### src/shared/deser_cfg_pkg.sv
// Offsets, field positions and reset values of the low configuration registers
package deser_cfg_pkg;
  localparam logic [7:0] addr_target_cfg = 8'h00;
  localparam logic [7:0] addr_power_ctrl = 8'h01;
  localparam logic [7:0] addr_output_cfg = 8'h02;
  localparam int target_addr_lsb = 1;
  localparam int target_addr_override_bit = 0;
  localparam int auto_power_down_bit = 7;
  localparam int reverse_channel_enable_bit = 2;
  localparam int full_soft_reset_bit = 1;
  localparam int logic_soft_reset_bit = 0;
  localparam int output_enable_bit = 7;
  localparam int pin_override_bit = 6;
  localparam int osc_clock_enable_bit = 5;
  localparam int idle_output_state_select_bit = 4;
  localparam int compat_override_bit = 3;
  localparam int compat_select_bit = 2;
  localparam int low_freq_override_bit = 1;
  localparam int low_freq_range_bit = 0;
  localparam logic [7:0] target_cfg_reset = 8'h00;
  localparam logic [7:0] power_ctrl_reset = 8'h04;
  localparam logic [7:0] output_cfg_reset = 8'h00;
  localparam logic [7:0] power_ctrl_rw_mask = 8'h84;
  localparam logic [6:0] strap_addr_base = 7'h2c;
endpackage

### src/hw/deser_config_regs_low.sv
// Low configuration register bank of the deserializer with pin overrides
`timescale 1ns/1ps
// Overview of operation
// - Register 0x00 bits 7:1 hold a host read/write seven-bit target address.
// - Register 0x00 bit 0 set selects the programmed address, clear selects the strap address.
// - Register 0x01 bit 7 set powers the device down while no forward link is detected.
// - Register 0x01 bit 2 enables the reverse channel.
// - Writing 1 to register 0x01 bit 1 resets all logic and all registers, then clears itself.
// - Writing 1 to register 0x01 bit 0 resets all logic but keeps registers, then clears itself.
// - Register 0x02 bit 7 drives the parallel outputs, clear leaves them high impedance.
// - Register 0x02 bit 6 makes the register output-enable and idle-state bits replace the pins.
// - Register 0x02 bit 5 with lock lost puts the internal oscillator clock on the pixel clock.
// - Register 0x02 bit 4 selects the output state applied while lock is low.
// - Register 0x02 bit 3 makes compatibility mode follow bit 2 instead of the mode strap.
// - Under that override, bit 2 set turns compatibility mode on and clear turns it off.
// - Register 0x02 bit 1 takes the low-frequency range from bit 0 instead of its strap.
// - Low-frequency range set means a 5 to 15 MHz pixel clock, clear means 15 to 85 MHz.
// - The strap address is 0x2c plus a four-bit strap code, giving 0x2c to 0x3b.
module deser_config_regs_low
  import deser_cfg_pkg::*;
(
  input wire logic ref_clk,
  input wire logic rst_n,
  input wire logic wr_en,
  input wire logic rd_en,
  input wire logic [7:0] reg_addr,
  input wire logic [7:0] wr_data,
  output logic [7:0] rd_data,
  input wire logic [3:0] address_strap_pin,
  input wire logic pad_drive_pin,
  input wire logic idle_state_pin,
  input wire logic compat_mode_pin,
  input wire logic low_freq_pin,
  input wire logic lock,
  input wire logic forward_link_detected,
  output logic [6:0] target_address,
  output logic power_down,
  output logic reverse_channel_enable,
  output logic logic_reset,
  output logic output_drive_enable,
  output logic idle_output_state_select,
  output logic osc_clock_select,
  output logic compat_mode,
  output logic low_freq_range
);
  logic [7:0] target_cfg_reg;
  logic [7:0] power_ctrl_reg;
  logic [7:0] output_cfg_reg;
  logic full_reset_pending_reg;
  logic [7:0] rd_data_next;

  wire wr_target = wr_en && (reg_addr == addr_target_cfg);
  wire wr_power = wr_en && (reg_addr == addr_power_ctrl);
  wire wr_output = wr_en && (reg_addr == addr_output_cfg);
  // Reset request strobes taken straight from the write data
  wire full_reset_req = wr_power && wr_data[full_soft_reset_bit];
  wire logic_reset_req = wr_power && wr_data[logic_soft_reset_bit];
  wire [6:0] strap_addr = strap_addr_base + {3'h0, address_strap_pin};
  wire [6:0] addr_next = target_cfg_reg[target_addr_override_bit] ?
    target_cfg_reg[7:target_addr_lsb] : strap_addr;
  wire ovr = output_cfg_reg[pin_override_bit];
  wire drive_next = ovr ? output_cfg_reg[output_enable_bit] : pad_drive_pin;
  wire idle_next = ovr ? output_cfg_reg[idle_output_state_select_bit] : idle_state_pin;
  wire osc_next = output_cfg_reg[osc_clock_enable_bit] && !lock;
  wire compat_next = output_cfg_reg[compat_override_bit] ?
    output_cfg_reg[compat_select_bit] : compat_mode_pin;
  wire lf_next = output_cfg_reg[low_freq_override_bit] ?
    output_cfg_reg[low_freq_range_bit] : low_freq_pin;
  wire pd_next = power_ctrl_reg[auto_power_down_bit] && !forward_link_detected;

  // Reset bits are never stored, so reads show them as zero
  always_comb begin
    rd_data_next = 8'h00;
    if (reg_addr == addr_target_cfg) begin
      rd_data_next = target_cfg_reg;
    end else if (reg_addr == addr_power_ctrl) begin
      rd_data_next = power_ctrl_reg & power_ctrl_rw_mask;
    end else if (reg_addr == addr_output_cfg) begin
      rd_data_next = output_cfg_reg;
    end
  end

  // Full reset applied one cycle after its write so the write itself completes
  always_ff @(posedge ref_clk or negedge rst_n) begin
    if (!rst_n) begin
      full_reset_pending_reg <= 1'b0;
    end else begin
      full_reset_pending_reg <= full_reset_req;
    end
  end

  always_ff @(posedge ref_clk or negedge rst_n) begin
    if (!rst_n) begin
      target_cfg_reg <= target_cfg_reset;
      power_ctrl_reg <= power_ctrl_reset;
      output_cfg_reg <= output_cfg_reset;
    end else if (full_reset_pending_reg) begin
      target_cfg_reg <= target_cfg_reset;
      power_ctrl_reg <= power_ctrl_reset;
      output_cfg_reg <= output_cfg_reset;
    end else begin
      if (wr_target) begin
        target_cfg_reg <= wr_data;
      end
      if (wr_power) begin
        power_ctrl_reg <= wr_data & power_ctrl_rw_mask;
      end
      if (wr_output) begin
        output_cfg_reg <= wr_data;
      end
    end
  end

  always_ff @(posedge ref_clk or negedge rst_n) begin
    if (!rst_n) begin
      rd_data <= 8'h00;
      target_address <= strap_addr_base;
      power_down <= 1'b0;
      reverse_channel_enable <= 1'b1;
      logic_reset <= 1'b0;
      output_drive_enable <= 1'b0;
      idle_output_state_select <= 1'b0;
      osc_clock_select <= 1'b0;
      compat_mode <= 1'b0;
      low_freq_range <= 1'b0;
    end else begin
      if (rd_en) begin
        rd_data <= rd_data_next;
      end
      target_address <= addr_next;
      power_down <= pd_next;
      reverse_channel_enable <= power_ctrl_reg[reverse_channel_enable_bit];
      logic_reset <= logic_reset_req || full_reset_req;
      output_drive_enable <= drive_next;
      idle_output_state_select <= idle_next;
      osc_clock_select <= osc_next;
      compat_mode <= compat_next;
      low_freq_range <= lf_next;
    end
  end
endmodule

### config.mk
export PLATFORM = sky130hd
export DESIGN_NAME = deser_config_regs_low
export DESIGN_NICKNAME = d
export VERILOG_FILES = /design/src/shared/deser_cfg_pkg.sv /design/src/hw/deser_config_regs_low.sv
export SDC_FILE = /design/constraint.sdc
export NUM_CORES = 1
export LEC_CHECK = 0
export BUFFER_PORTS_ARGS = -buffer_cell sky130_fd_sc_hd__buf_2
export CAP_MARGIN = 5
export CORE_MARGIN = 2
export CORE_UTILIZATION = 35
export DETAILED_ROUTE_END_ITERATION = 8
export PLACE_DENSITY_LB_ADDON = 0.1
export SLEW_MARGIN = 20
export SYNTH_ARGS = -nofsm -noshare
export SYNTH_HDL_FRONTEND = slang
export SYNTH_SLANG_ARGS = --single-unit
### constraint.sdc
create_clock -name ref_clk -period 3.2 [get_ports ref_clk]
set_input_delay 0.64 -clock ref_clk [delete_from_list [all_inputs] [get_ports ref_clk]]
set_output_delay 0.64 -clock ref_clk [all_outputs]
set_load 0.03 [all_outputs]
==> flow_metrics.tcl <==
set metrics [dict create \
    status "finished clean" \
    timing.clock.skew_ps 4.776 \
    cts_buffers 5 \
    p_leak_nw 1.105 \
    routedWlPerCell_um 14.14 \
    layout-area-overhead-vs-synth_pct 21.04 \
    std_cell_rows 26 \
    yosysSeqAreaShare 0.5556 \
    ys_types 25 \
    rr_startpoint "full_reset_pending_reg$_DFF_PN0_" \
    crit_start "reg_addr[5]" \
    cts_sinks 42 \
    maxSlewViolCount 0 \
    crit_fanout 8 \
    relSlewSlack 0.3830 \
    synth.largest_area_cell "dfrtp_1" \
    layout-drive-gt1-share 0.3762 \
    ios 53 \
    synth_top_family_by_area "multiplexers" \
    coreArea_mm2 0.005172 \
    vias 1282 \
    total_power_mw 1.123 \
    max_freq_ghz 0.5780 \
    n_antenna_cell 0 \
    gr-total-overflow 0 \
    final_common_cell "buf_2" \
    setup_viol 0 \
    dieWidth_um 77.74 \
    clkTransAtPathRegs_ps 80 \
    synth_cells 157 \
    clock_tree.buffer_depth 2 \
    grt_pass1_wl_um 6755 \
    syn_nets 188 \
    post_cts_buffers 0 \
    synth-simple-area-share 0.1650 \
    port_buffers 52 \
    tns_ps 0 \
    crit_slowest_cell "and3_1" \
    finalNetCount 240 \
    root_buffer "clkbuf_8" \
    crit_required_ps 3410 \
    die_h_um 77.74 \
    hp-class "reg -> reg" \
    critPathArrivalTime_ps 1940 \
    syn_avg_cell_area_um2 12.12 \
    path_cells "buf_2, nor4_4, and3_1, mux2i_1" \
    yosys.area.top_type_share 0.4865 \
    fin_crit_ps 1730 \
    rsz0062_at_grt "no" \
    htree_levels 2 \
    yosys_warnings 0 \
    post_synth_xor_area_fraction 0 \
    die_area_mm2 0.006044 \
    post_cts_resize_count 0 \
    clock_latency_ps 290 \
    synth_compound_area_frac 0.04208 \
    totalWireLength_um 3958 \
    hold_depth 0 \
    worst-r2r-setup-slack_ps 1980 \
    cellPowerDensity_mw_per_mm2 487.3 \
    firstDrtPassIters 4 \
    drt-initial-drc-count 40 \
    critPathLaunchType "input pin" \
    hold_viol_final 0 \
    drtAntennaViolNets 0 \
    r2r_cells 2 \
    grt_max_degree 43 \
    routed_via_density 4.579 \
    gp_congestion 0.7614 \
    synth_area_leaders "dfrtp_1, mux2i_1, nand2b_1, mux2_2, dfstp_2" \
    drc 0 \
    dpl.hpwl_um 2912 \
    fin_crit_sh 0.5406 \
    synthAdderAreaFrac 0.006575 \
    cts_tree "yes" \
    cts_hold_buf 0 \
    floorplan.initialDensity 0.3679 \
    grt_pass1_vias 1390 \
    min_from "power_ctrl_reg[2]$_DFFE_PN1P_" \
    tightest_slew_ps 925.5 \
    critPathKind "in -> reg" \
    ys_seq_elements 42 \
    synthMuxAreaShare 0.1867 \
    antenna_found_initial 0 \
    peakVddDrop_v 0.0001698 \
    layout_common_cells "buf_2, dfrtp_1, nand2b_1" \
    drv_cap 0 \
    track_usage 0.1464 \
    max_stage_delay_ps 530 \
    synth_area_mm2 0.001903 \
    endpoint_kind "flip-flop" \
]
[cells in the mapped netlist (all sizes together)]
cell and count:
dfrtp 37, nand2b 26, mux2i 22, inv 12, mux2 12, nand2 8
o22ai 8, dfstp 5, clkbuf 4, nor2b 4, buf 3, nor2 3
a2bb2oi 2, and2 2, and3 1, and4 1, ha 1, nand3 1
nand4 1, nor3 1, nor4 1, o21a 1, o21ai 1
[layer usage]
metal	global-route usage	vias up	routed length [µm]
met5	0	-	0
met4	0.06964	0	68
met3	0.03256	5	198
met2	0.2388	31	1907
met1	0.1838	616	1784
li1	-	630	-
[worst paths after layout]
kind,to
max,target_cfg_reg[5]$_DFFE_PN0P_
max in group asynchronous,output_drive_enable$_DFF_PN0_
min,reverse_channel_enable$_DFF_PN1_
min reg2reg,reverse_channel_enable$_DFF_PN1_
min in group asynchronous,target_address[4]$_DFF_PN0_
max reg2reg,target_cfg_reg[7]$_DFFE_PN0P_
[cell families after synthesis]
kind of cell | count (synthesis)
and+or+nand+nor | 49
DFF | 42
AOI/OAI and AO/OA | 12
adders and majority gates | 1
buffers and inverters | 19
muxes | 34
[power breakdown]
group / switching (mW) / internal, mW / leakage, nW / total [mW]
combinational: 0.105 / 0.0700 / 0.607 / 0.175
sequential: 0.0267 / 0.576 / 0.450 / 0.603
clock: 0.171 / 0.174 / 0.0482 / 0.345
total: 0.303 / 0.820 / 1.11 / 1.12
[final cells by class]
class / instances / area (µm²)
inverters: 12 / 45.04
fillers: 501 / 2869
well taps: 70 / 87.58
multi-input cells: 96 / 762.0
clock buffers: 7 / 86.33
repair buffers: 52 / 260.3
flip-flops and latches: 42 / 1057
clock inverters: 1 / 5.005
[critical path: cells and delay by family]
family / cells / cell delay (ps)
buffers and inverters: 1 / 110
muxes: 1 / 250
and+or+nand+nor: 2 / 940
[per-stage QoR]
stage	utilization	instance area, µm²	setup WS (ps)	hold slack [ps]	instances
after global placement	0.4277	2212	1200	378.2	272
final	0.4453	2303	1470	389.3	280
after global routing	0.4453	2303	1353	396.4	280
after detailed placement	0.4277	2212	1148	377.4	272
after floorplan	-	1903	1587	344.4	157
after CTS	0.4453	2303	1444	390.1	280
(Power assumes the default switching activity.)
